## config.mk

```make
export PLATFORM = sky130hd
export DESIGN_NAME = bcf_top
export DESIGN_NICKNAME = d
export VERILOG_FILES = /design/src/core/bcf_pkg.sv /design/src/core/bcf_if.sv /design/src/core/bcf_top.sv /design/src/core/bcf_queue.sv
export VERILOG_INCLUDE_DIRS = /design/src /design/src/core
export SDC_FILE = /design/constraint.sdc
export NUM_CORES = 2
export LEC_CHECK = 0
export BUFFER_PORTS_ARGS = -buffer_cell sky130_fd_sc_hd__buf_4
export CAP_MARGIN = 20
export CORE_UTILIZATION = 57
export CTS_CLUSTER_SIZE = 16
export DETAILED_ROUTE_END_ITERATION = 7
export PLACE_DENSITY = 0.79
export SLEW_MARGIN = 10
export SYNTH_ARGS = -nofsm -noshare
export SYNTH_HDL_FRONTEND = slang
export SYNTH_MEMORY_MAX_BITS = 65536
export SYNTH_SLANG_ARGS = --single-unit
```

## constraint.sdc

```tcl
create_clock -name SYS_CLK_I -period 8.2 [get_ports SYS_CLK_I]
set_clock_uncertainty 0.15 [all_clocks]
set_input_delay 1.64 -clock SYS_CLK_I [delete_from_list [all_inputs] [get_ports SYS_CLK_I]]
set_output_delay 1.64 -clock SYS_CLK_I [all_outputs]
set_load 0.02 [all_outputs]
```

## src/core/bcf_params.svh

```systemverilog
// constants of the bidirectional clocked queue pair
// assumes inclusion by bare name from the package and the modules
`ifndef BCF_PARAMS_SVH
`define BCF_PARAMS_SVH

`define BCF_WIDTH 36
`define BCF_DEPTH 7'd64
`define BCF_AW 6
`define BCF_CW 7
`define BCF_OFS_HH 7'd16
`define BCF_OFS_HL 7'd12
`define BCF_OFS_LH 7'd8
`define BCF_OFS_LL 7'd4
`define BCF_OFS_RST 7'd4
`define BCF_FULL_EDGES 2

`endif

```

## src/core/bcf_pkg.sv

```systemverilog
// types shared by the queue pair modules
// assumes bcf_params.svh on the include path
`include "bcf_params.svh"

package bcf_pkg;
	typedef logic [`BCF_WIDTH-1:0] bcf_word_t;
	typedef logic [`BCF_CW-1:0] bcf_count_t;
	typedef logic [`BCF_AW-1:0] bcf_ptr_t;
	// gray along hold -> wait -> run
	typedef enum logic [1:0] {
		BCF_HOLD = 2'h0,
		BCF_WAIT = 2'h1,
		BCF_RUN = 2'h3
	} bcf_rst_t;
endpackage

```

## src/core/bcf_if.sv

```systemverilog
// carrier between the top and one queue
// assumes one clock shared by both ends
`timescale 1ns/1ps

interface bcf_if;
	import bcf_pkg::*;
	logic wr_valid;
	logic wr_ready;
	bcf_word_t wr_data;
	logic rd_valid;
	logic rd_ready;
	bcf_word_t rd_data;
	bcf_count_t level;
	modport queue_side (input wr_valid, wr_data, rd_ready, output wr_ready, rd_valid, rd_data, level);
	modport user_side (output wr_valid, wr_data, rd_ready, input wr_ready, rd_valid, rd_data, level);
endinterface

```

## src/core/bcf_top.sv

```systemverilog
// bidirectional clocked queue pair with mailboxes, ports a and b
// assumes both ports synchronous to SYS_CLK_I; data pins split in/out/enable
//
// Overview of operation
// RQ1 - partner holds reset at least four edges
// RQ2 - reset accepted at any time
// RQ3 - reset clears pointers, sets flag levels
// RQ4 - reset forces mailbox flags high
// RQ5 - full flags rise two edges after reset
// RQ6 - partner resets device before writing data
// RQ7 - offset selects captured at reset release
// RQ8 - offset decode: 16, 12, 8, 4
// RQ9 - port a data released when deselected
// RQ10 - port a drives when selected and reading
// RQ11 - port a writes a-to-b queue
// RQ12 - port a reads b-to-a queue
// RQ13 - port b data drive like port a
// RQ14 - port b writes b-to-a queue
// RQ15 - port b reads a-to-b queue
// RQ16 - each mailbox flag edge from one port
// RQ17 - mail write seen at far outputs
// RQ18 - mailbox select steers outputs combinationally
// RQ19 - mailbox write, mailbox read sets flag
// RQ20 - reads ignored while empty
// RQ21 - writes ignored while full
// RQ22 - almost empty low at offset or less
// RQ23 - two 64 by 36 queues
`timescale 1ns/1ps
`include "bcf_params.svh"

module bcf_top (
	// clock and reset
	input wire logic SYS_CLK_I,
	input wire logic NRST_I,
	// offset selection
	input wire logic OFFSET_SELECT_HIGH_I,
	input wire logic OFFSET_SELECT_LOW_I,
	// port a control
	input wire logic PORT_A_SELECT_N_I,
	input wire logic PORT_A_WRITE_NOT_READ_I,
	input wire logic PORT_A_ENABLE_I,
	input wire logic PORT_A_MAILBOX_SELECT_I,
	// port a data
	input wire bcf_pkg::bcf_word_t PORT_A_DATA_I,
	output logic [35:0] PORT_A_DATA_O,
	output logic PORT_A_DATA_OE_O,
	// port a flags
	output logic PORT_A_FULL_N_O,
	output logic PORT_A_EMPTY_N_O,
	output logic PORT_A_ALMOST_FULL_N_O,
	output logic PORT_A_ALMOST_EMPTY_N_O,
	// port b control
	input wire logic PORT_B_SELECT_N_I,
	input wire logic PORT_B_WRITE_NOT_READ_I,
	input wire logic PORT_B_ENABLE_I,
	input wire logic PORT_B_MAILBOX_SELECT_I,
	// port b data
	input wire bcf_pkg::bcf_word_t PORT_B_DATA_I,
	output logic [35:0] PORT_B_DATA_O,
	output logic PORT_B_DATA_OE_O,
	// port b flags
	output logic PORT_B_FULL_N_O,
	output logic PORT_B_EMPTY_N_O,
	output logic PORT_B_ALMOST_FULL_N_O,
	output logic PORT_B_ALMOST_EMPTY_N_O,
	// mailbox flags
	output logic MAILBOX_AB_FULL_N_O,
	output logic MAILBOX_BA_FULL_N_O
);
	import bcf_pkg::*;

	function automatic bcf_count_t offset_decode(input logic hi, input logic lo);
		bcf_count_t v;
		v = `BCF_OFS_LL;
		if (hi && lo) begin
			v = `BCF_OFS_HH;
		end else if (hi) begin
			v = `BCF_OFS_HL;
		end else if (lo) begin
			v = `BCF_OFS_LH;
		end
		return v;
	endfunction

	////////////////////////////////////////////////////////////////////////
	// per-port views, index 0 = port a, 1 = port b
	logic sel_n [0:1];
	logic wnr [0:1];
	logic en [0:1];
	logic mbs [0:1];
	bcf_word_t din [0:1];
	logic q_wr [0:1];
	logic q_rd [0:1];
	logic mb_wr [0:1];
	logic mb_rd [0:1];
	bcf_if qi [0:1] ();

	assign sel_n[0] = PORT_A_SELECT_N_I;
	assign sel_n[1] = PORT_B_SELECT_N_I;
	assign wnr[0] = PORT_A_WRITE_NOT_READ_I;
	assign wnr[1] = PORT_B_WRITE_NOT_READ_I;
	assign en[0] = PORT_A_ENABLE_I;
	assign en[1] = PORT_B_ENABLE_I;
	assign mbs[0] = PORT_A_MAILBOX_SELECT_I;
	assign mbs[1] = PORT_B_MAILBOX_SELECT_I;
	assign din[0] = PORT_A_DATA_I;
	assign din[1] = PORT_B_DATA_I;

	////////////////////////////////////////////////////////////////////////
	// reset sequencer and offset capture
	bcf_rst_t rst_st_q, rst_st_d;
	bcf_count_t ofs_q, ofs_d;
	logic run;

	always_comb begin
		rst_st_d = rst_st_q;
		ofs_d = ofs_q;
		case (rst_st_q)
			BCF_HOLD: begin
				rst_st_d = BCF_WAIT;
				ofs_d = offset_decode(OFFSET_SELECT_HIGH_I, OFFSET_SELECT_LOW_I); // RQ7 RQ8
			end
			BCF_WAIT: rst_st_d = BCF_RUN; // RQ5
			default: rst_st_d = BCF_RUN;
		endcase
	end

	always_ff @(posedge SYS_CLK_I) begin
		if (!NRST_I) begin
			rst_st_q <= BCF_HOLD; // RQ2
			ofs_q <= `BCF_OFS_RST;
		end else begin
			rst_st_q <= rst_st_d;
			ofs_q <= ofs_d;
		end
	end
	assign run = rst_st_d == BCF_RUN;

	////////////////////////////////////////////////////////////////////////
	// queues: qi[0] carries a to b, qi[1] carries b to a
	logic full_n_q [0:1];
	logic full_n_d [0:1];
	logic empty_n_q [0:1];
	logic empty_n_d [0:1];
	logic af_n_q [0:1];
	logic af_n_d [0:1];
	logic ae_n_q [0:1];
	logic ae_n_d [0:1];
	bcf_word_t qout_q [0:1];
	bcf_word_t qout_d [0:1];
	bcf_word_t mbox_q [0:1];
	bcf_word_t mbox_d [0:1];
	logic mbf_n_q [0:1];
	logic mbf_n_d [0:1];

	for (genvar p = 0; p < 2; p++) begin : g_port
		bcf_queue u_queue ( // RQ23
			.clk_i(SYS_CLK_I),
			.rst_n_i(NRST_I),
			.q(qi[p])
		);
		assign q_wr[p] = !sel_n[p] && wnr[p] && en[p] && !mbs[p] && full_n_q[p]; // RQ11 RQ14 RQ21
		assign q_rd[p] = !sel_n[p] && !wnr[p] && en[p] && !mbs[p] && empty_n_q[p]; // RQ12 RQ15 RQ20
		assign mb_wr[p] = !sel_n[p] && wnr[p] && en[p] && mbs[p]; // RQ19
		assign mb_rd[p] = !sel_n[p] && !wnr[p] && en[p] && mbs[p];
		assign qi[p].wr_valid = q_wr[p];
		assign qi[p].wr_data = din[p];
		assign qi[1-p].rd_ready = q_rd[p];

		always_comb begin
			full_n_d[p] = run && (qi[p].level + 7'h01 < `BCF_DEPTH + 7'h01) &&
				!(qi[p].level == `BCF_DEPTH - 7'h01 && qi[p].wr_valid);
			af_n_d[p] = !run || (qi[p].level < `BCF_DEPTH - ofs_q);
			empty_n_d[p] = run && qi[1-p].rd_valid && !(q_rd[p] && qi[1-p].level == 7'h01);
			ae_n_d[p] = run && (qi[1-p].level > ofs_q); // RQ22
			qout_d[p] = (q_rd[p] && qi[1-p].rd_valid) ? qi[1-p].rd_data : qout_q[p];
			mbox_d[p] = mb_wr[p] ? din[p] : mbox_q[p];
			mbf_n_d[p] = mbf_n_q[p];
			if (mb_rd[1-p]) begin
				mbf_n_d[p] = 1'b1; // RQ19
			end
			if (mb_wr[p]) begin
				mbf_n_d[p] = 1'b0; // RQ16
			end
		end

		always_ff @(posedge SYS_CLK_I) begin
			if (!NRST_I) begin
				full_n_q[p] <= 1'b0; // RQ3
				empty_n_q[p] <= 1'b0;
				af_n_q[p] <= 1'b1;
				ae_n_q[p] <= 1'b0;
				qout_q[p] <= 36'h0;
				mbox_q[p] <= 36'h0;
				mbf_n_q[p] <= 1'b1; // RQ4
			end else begin
				full_n_q[p] <= full_n_d[p];
				empty_n_q[p] <= empty_n_d[p];
				af_n_q[p] <= af_n_d[p];
				ae_n_q[p] <= ae_n_d[p];
				qout_q[p] <= qout_d[p];
				mbox_q[p] <= mbox_d[p];
				mbf_n_q[p] <= mbf_n_d[p];
			end
		end
	end

	////////////////////////////////////////////////////////////////////////
	// pins: data steered by mailbox select without a clock
	assign PORT_A_DATA_O = PORT_A_MAILBOX_SELECT_I ? mbox_q[1] : qout_q[0]; // RQ17 RQ18
	assign PORT_B_DATA_O = PORT_B_MAILBOX_SELECT_I ? mbox_q[0] : qout_q[1]; // RQ17 RQ18
	assign PORT_A_DATA_OE_O = !PORT_A_SELECT_N_I && !PORT_A_WRITE_NOT_READ_I; // RQ9 RQ10
	assign PORT_B_DATA_OE_O = !PORT_B_SELECT_N_I && !PORT_B_WRITE_NOT_READ_I; // RQ13
	assign PORT_A_FULL_N_O = full_n_q[0];
	assign PORT_B_FULL_N_O = full_n_q[1];
	assign PORT_A_EMPTY_N_O = empty_n_q[0];
	assign PORT_B_EMPTY_N_O = empty_n_q[1];
	assign PORT_A_ALMOST_FULL_N_O = af_n_q[0];
	assign PORT_B_ALMOST_FULL_N_O = af_n_q[1];
	assign PORT_A_ALMOST_EMPTY_N_O = ae_n_q[0];
	assign PORT_B_ALMOST_EMPTY_N_O = ae_n_q[1];
	assign MAILBOX_AB_FULL_N_O = mbf_n_q[0];
	assign MAILBOX_BA_FULL_N_O = mbf_n_q[1];
endmodule

```

## src/core/bcf_queue.sv

```systemverilog
// one 64 x 36 queue with a two-entry output buffer
// assumes synchronous active-low reset and one clock
`timescale 1ns/1ps
`include "bcf_params.svh"

module bcf_queue (
	input wire logic clk_i,
	input wire logic rst_n_i,
	bcf_if.queue_side q
);
	import bcf_pkg::*;

	bcf_word_t mem [0:63];
	bcf_ptr_t wr_ptr_q, wr_ptr_d, rd_ptr_q, rd_ptr_d;
	bcf_count_t mem_cnt_q, mem_cnt_d;
	bcf_word_t buf_q [0:1];
	bcf_word_t buf_d [0:1];
	logic [1:0] bcnt_q, bcnt_d;
	logic push, pop, fill;
	logic [1:0] left;
	bcf_count_t total;

	////////////////////////////////////////////////////////////////////////
	// status and handshakes
	assign total = mem_cnt_q + bcf_count_t'(bcnt_q);
	assign q.level = total;
	assign q.wr_ready = total < `BCF_DEPTH;
	assign q.rd_valid = bcnt_q != 2'h0;
	assign q.rd_data = buf_q[0];
	assign push = q.wr_valid && q.wr_ready;
	assign pop = q.rd_valid && q.rd_ready;

	////////////////////////////////////////////////////////////////////////
	// memory and buffer next state
	always_comb begin
		left = bcnt_q - {1'b0, pop};
		fill = (mem_cnt_q != 7'h00) && (left < 2'h2);
		wr_ptr_d = push ? wr_ptr_q + 6'h01 : wr_ptr_q;
		rd_ptr_d = fill ? rd_ptr_q + 6'h01 : rd_ptr_q;
		mem_cnt_d = mem_cnt_q + bcf_count_t'(push) - bcf_count_t'(fill);
		buf_d[0] = pop ? buf_q[1] : buf_q[0];
		buf_d[1] = buf_q[1];
		if (fill) begin
			buf_d[left[0]] = mem[rd_ptr_q];
		end
		bcnt_d = left + {1'b0, fill};
	end

	always_ff @(posedge clk_i) begin
		if (!rst_n_i) begin
			wr_ptr_q <= 6'h00;
			rd_ptr_q <= 6'h00;
			mem_cnt_q <= 7'h00;
			bcnt_q <= 2'h0;
			buf_q[0] <= 36'h0;
			buf_q[1] <= 36'h0;
		end else begin
			wr_ptr_q <= wr_ptr_d;
			rd_ptr_q <= rd_ptr_d;
			mem_cnt_q <= mem_cnt_d;
			bcnt_q <= bcnt_d;
			buf_q[0] <= buf_d[0];
			buf_q[1] <= buf_d[1];
		end
	end

	always_ff @(posedge clk_i) begin
		if (push) begin
			mem[wr_ptr_q] <= q.wr_data;
		end
	end
endmodule

```

==> impl_summary.md <==
Floorplan
The x dimension of the die is 582 um. In this run the core area contains roughly 210 standard-cell rows. The chip height is slightly below 600 um. In this run the standard cell core region covers 334000 sq um. The die covers 339000 sq um. For this configuration, the core starts out at a cell density of 57.4%.

The number of I/O pins is 168.

Placed design
Prior to clock tree synthesis, the placed netlist has a worst setup slack of approximately 1.7 ns. The number of port buffers is about 170. The weighted congestion at the end of routability-driven global placement is between 0.9 and 1. The post-placement cell area is 199000 sq um.

Once detailed placement completed, the half-perimeter wirelength came to approximately 310000 um.

Yosys
A synthesized cell averages approximately 19 sq um. The area share of the largest cell type after synthesis is 72.2%. By area the synthesized netlist is led by sky130_fd_sc_hd__edfxtp_1 (72%), sky130_fd_sc_hd__mux4_2 (7.4%), sky130_fd_sc_hd__mux2i_1 (5.9%), sky130_fd_sc_hd__dfxtp_1 (3.7%), sky130_fd_sc_hd__a22oi_1 (2.7%). The number of storage elements in the synthesis netlist is 4965. The synthesized area is approximately 190000 sq um. Counting instances in the post-synthesis netlist gives the leading cell types as sky130_fd_sc_hd__edfxtp_1 (4608), sky130_fd_sc_hd__mux2i_1 (1137), sky130_fd_sc_hd__a22oi_1 (697). The total nets after synthesis is a little over 10000.

The library cell with the largest summed area after synthesis is sky130_fd_sc_hd__edfxtp_1. The async set-reset flop share out of synthesis is 0%. Among all cell types in the netlist, the one instantiated most often is sky130_fd_sc_hd__edfxtp_1. The post-synthesis cell type count is 70.

The count of warnings emitted by yosys is 0. The most used flip-flop cell after synthesis is sky130_fd_sc_hd__edfxtp_1. Yosys mapped a number of flops with a built-in enable equal to 4608.

Synthesis produced between 10000 and 15000 cells. The fraction of the yosys area taken by sequential cells is between 70% and 80%.

STA
The count of final setup violators is 0. Timing would allow up to roughly 190 MHz. At the pin with the least slew margin, the transition time is roughly 1.3 ns. For the final routed database, the setup TNS stands at 0 ns. The clock period minus worst slack is 5.37 ns. After layout, the worst path uses between 60% and 70% of the clock period. The relative slew slack is about 17%.

Setup repair after global routing left no endpoint under its margin. The number of max-slew violations in the final report is 0. The minimum setup slack in the final design is 2.83 ns. The number of hold violations in the final report came to 0.

Clock network
The CTS tree is yes. The clock passes through at most 4 buffers. The count of buffers added by post-CTS timing repair for setup is 0. The number of clock sinks seen by CTS is ~5000.

The H-tree generated during clock tree synthesis spans 5 levels. Clock-pin slew was measured on the worst setup and hold paths at 0.06 ns. The buffer cell driving the clock tree root is sky130_fd_sc_hd__clkbuf_16. Counting the buffers created by CTS gives 455. The later pin in the worst-skew pair is clocked with a latency of 1.06 ns. The number of buffers added to fix hold violations after cts is 0. The number of gates resized after CTS is 0.

Global route
Entering global routing, the biggest net connects 139 pins. Global routing consumed, over all layers together, between 30 and 40% of the routing resources. The residual overflow from global routing is 0. The number of global-route vias before repair is ~100k. The first global-routing pass estimated roughly 760000 um of wire. The number of antenna violations at the first check in global routing is 27.

Finish
The synthesis-to-finish area growth is 12.2%. The total number of nets in the final design is about 11000. After filler insertion, the fill cell instance count of the layout stands at around 21000. The share of layout cells above drive strength 1 is a little under a fifth. The final standard cell area without fillers is around 210000 sq um.

Power
The maximum resistive drop on vdd is 0.286 mV. The power density of the placed cells is roughly 290 nW/um^2. The analysis attributes to cell leakage a power of roughly 66 nW.

The overall power after layout is 61.3 mW.

Worst setup path
The worst register-to-register path has a depth of 9. The endpoint kind of the worst setup timing path is a flip-flop. The endpoint identified for the worst register-to-register timing path is g_port[1].u_queue.mem[0][24]. The critical path goes through buf_4 > nor3b_1 > and3_1 > nor2b_1 > nor2b_1 > nand2_1 > nor2_4 > buf_4. The category of the most critical setup path is in2reg.

For this run, the slowest stage of the critical path takes 1.09 ns. The slack of the worst reg-to-reg path is between 3 and 4 ns. STA puts the critical path data arrival time at between 5 and 6 ns. The highest fanout seen on the critical path is 40. The worst register-to-register path begins at g_port[1].u_queue.bcnt_q[0].

The worst setup path is launched from an input port. Data on the critical path is required at its endpoint by slightly below 9 ns. On the critical path the largest part of the delay comes from simple AND/OR/NAND/NOR gates.

The number of buffers and inverters on the critical path is 2. The master of the slowest instance on the critical path is sky130_fd_sc_hd__nor2_4.

Route
The routed length per instance is about 35 um. Wires add up to about 530000 um. The detail route stage leaves a number of antenna-violating nets equal to 0.

The vias after detailed routing is 104878. The post-detailed-route DRC marker count is 3. For this run, the detailed router's first-pass iteration total came to 8. The count of routing violations after the opening detailed-route iteration is around 16000. Using the TritonRoute via totals, the vias-per-cell ratio works out to just under 7.

Status
The flow ran to the end, but the final reports show violations. The final reports fail on DRC.

Worst hold path
The worst hold path was traced through 2 stages. For hold timing, the worst endpoint is mbox_q[0][7]. The type of the worst min-delay path is reg2reg. The hold path startpoint is mbox_q[0][7].

Job
The tool flagged a number of max-cap violations equal to 0.
[through the flow]
| stage | std cells | hold WS, ns | utilization [%] |
|---|---|---|---|
| floorplan | 10177 | 0.278 | - |
| global route | 15227 | 0.322 | 64.4 |
| detailed placement | 14357 | 0.294 | 59.7 |
| finish | 15234 | 0.304 | 64.4 |
| CTS | 15215 | 0.305 | 64.3 |
| global placement | 14295 | 0.288 | 59.3 |
[layout make-up]
class | count | area [sq um] | share of cell area (%)
inverter | 51 | 199 | 0.0925
clock inverter | 268 | 2960 | 1.38
timing repair buffer | 418 | 4310 | 2.01
tap | 4387 | 5490 | 2.55
sequential | 4965 | 146000 | 67.7
clock buffer | 590 | 12300 | 5.74
multi-input combinational | 4546 | 44100 | 20.5
antenna | 9 | 22.5 | 0.0105
[registers in the layout (all words and copies together), names as in the netlist, named ones only]
name / flops
empty_n_q: 2
g_port.u_queue.mem: 4608
g_port.u_queue.mem_cnt_q: 14
full_n_q: 2
g_port.u_queue.wr_ptr_q: 12
g_port.u_queue.buf_q: 72
af_n_q: 2
ae_n_q: 2
g_port.u_queue.rd_ptr_q: 12
g_port.u_queue.bcnt_q: 4
rst_st_q: 2
mbf_n_q: 2
qout_q: 72
ofs_q: 3
mbox_q: 72
[power breakdown]
group / switching (mW) / leakage [nW] / internal (mW)
clock: 9.55 / 7.50 / 12.3
sequential: 0.421 / 44.3 / 28.0
combinational: 7.05 / 13.9 / 3.98
total: 17.0 / 65.7 / 44.3
[cell usage in the layout, fill, tap and decap left out, types with 11 or more instances in the layout]
| cell type | netlist | layout |
|---|---|---|
| sky130_fd_sc_hd__clkinvlp_4 | 0 | 13 |
| sky130_fd_sc_hd__clkbuf_1 | 311 | 92 |
| sky130_fd_sc_hd__or3_1 | 12 | 12 |
| sky130_fd_sc_hd__xor2_1 | 19 | 19 |
| sky130_fd_sc_hd__nand2_1 | 480 | 480 |
| sky130_fd_sc_hd__nor3_1 | 18 | 18 |
| sky130_fd_sc_hd__nand3_1 | 276 | 274 |
| sky130_fd_sc_hd__a211oi_1 | 43 | 43 |
| sky130_fd_sc_hd__inv_1 | 47 | 45 |
| sky130_fd_sc_hd__clkbuf_8 | 0 | 38 |
| sky130_fd_sc_hd__mux2i_1 | 1137 | 1137 |
| sky130_fd_sc_hd__inv_6 | 0 | 11 |
| sky130_fd_sc_hd__buf_16 | 0 | 13 |
| sky130_fd_sc_hd__bufinv_16 | 0 | 50 |
| sky130_fd_sc_hd__nor2_1 | 204 | 70 |
| sky130_fd_sc_hd__buf_4 | 54 | 331 |
| sky130_fd_sc_hd__xnor2_1 | 17 | 17 |
| sky130_fd_sc_hd__nand2b_1 | 15 | 15 |
| sky130_fd_sc_hd__clkbuf_16 | 0 | 458 |
| sky130_fd_sc_hd__nand3b_1 | 13 | 13 |
| sky130_fd_sc_hd__nor2b_1 | 31 | 26 |
| sky130_fd_sc_hd__a21oi_1 | 276 | 276 |
| sky130_fd_sc_hd__edfxtp_1 | 4608 | 4608 |
| sky130_fd_sc_hd__mux2_2 | 112 | 112 |
| sky130_fd_sc_hd__a22oi_1 | 697 | 697 |
| sky130_fd_sc_hd__o21ai_0 | 57 | 57 |
| sky130_fd_sc_hd__o22ai_1 | 25 | 25 |
| sky130_fd_sc_hd__mux4_2 | 632 | 632 |
| sky130_fd_sc_hd__nor2_4 | 0 | 135 |
| sky130_fd_sc_hd__clkinv_1 | 2 | 72 |
| sky130_fd_sc_hd__nor3b_1 | 68 | 67 |
| sky130_fd_sc_hd__ha_1 | 59 | 57 |
| sky130_fd_sc_hd__nand4_1 | 136 | 136 |
| sky130_fd_sc_hd__a221o_1 | 61 | 61 |
| sky130_fd_sc_hd__buf_12 | 5 | 72 |
| sky130_fd_sc_hd__clkinv_2 | 0 | 92 |
| sky130_fd_sc_hd__dfxtp_1 | 357 | 349 |
| sky130_fd_sc_hd__and3_1 | 43 | 38 |
[worst reg2reg max path: cells and delay by family (launching register included)]
kind	cells	cell delay (ns)
xor+xnor	1	0.17
simple gates	5	3.06
fa+ha+maj	2	0.67
flops	1	0.34
buf+inv	1	0.29
[cell families after synthesis]
family                     share of synthesized area, %
AOI/OAI and AO/OA                                  4.47
xor gates and xnor gates                          0.165
adders and majority gates                         0.427
buffers and inverters                              1.65
DFF                                                75.9
muxes                                              14.0
and+or+nand+nor                                    3.34
[layer usage]
metal,vias up,share of wire (%),global-route usage [%]
li1,41869,-,-
met1,53331,33,40.0
met2,8222,47,49.4
met3,1442,12,6.90
met4,14,7.2,18.9
met5,-,0.017,0
[how the worst max path moves through the flow]
stage                            startpoint                             end  slack (ns)  cells past startpoint
floorplan                   PORT_B_ENABLE_I  g_port[0].u_queue.mem_cnt_q[6]        2.43                     20
finish              PORT_B_MAILBOX_SELECT_I    g_port[1].u_queue.mem[0][24]        2.83                      8
detailed placement  PORT_B_MAILBOX_SELECT_I    g_port[1].u_queue.mem[0][19]        1.68                      8
global placement    PORT_B_MAILBOX_SELECT_I    g_port[1].u_queue.mem[0][19]        1.73                      8
CTS                 PORT_B_MAILBOX_SELECT_I    g_port[1].u_queue.mem[0][24]        2.74                      8
global route        PORT_B_MAILBOX_SELECT_I    g_port[1].u_queue.mem[0][24]        2.62                      8
(Power assumes the default switching activity.)
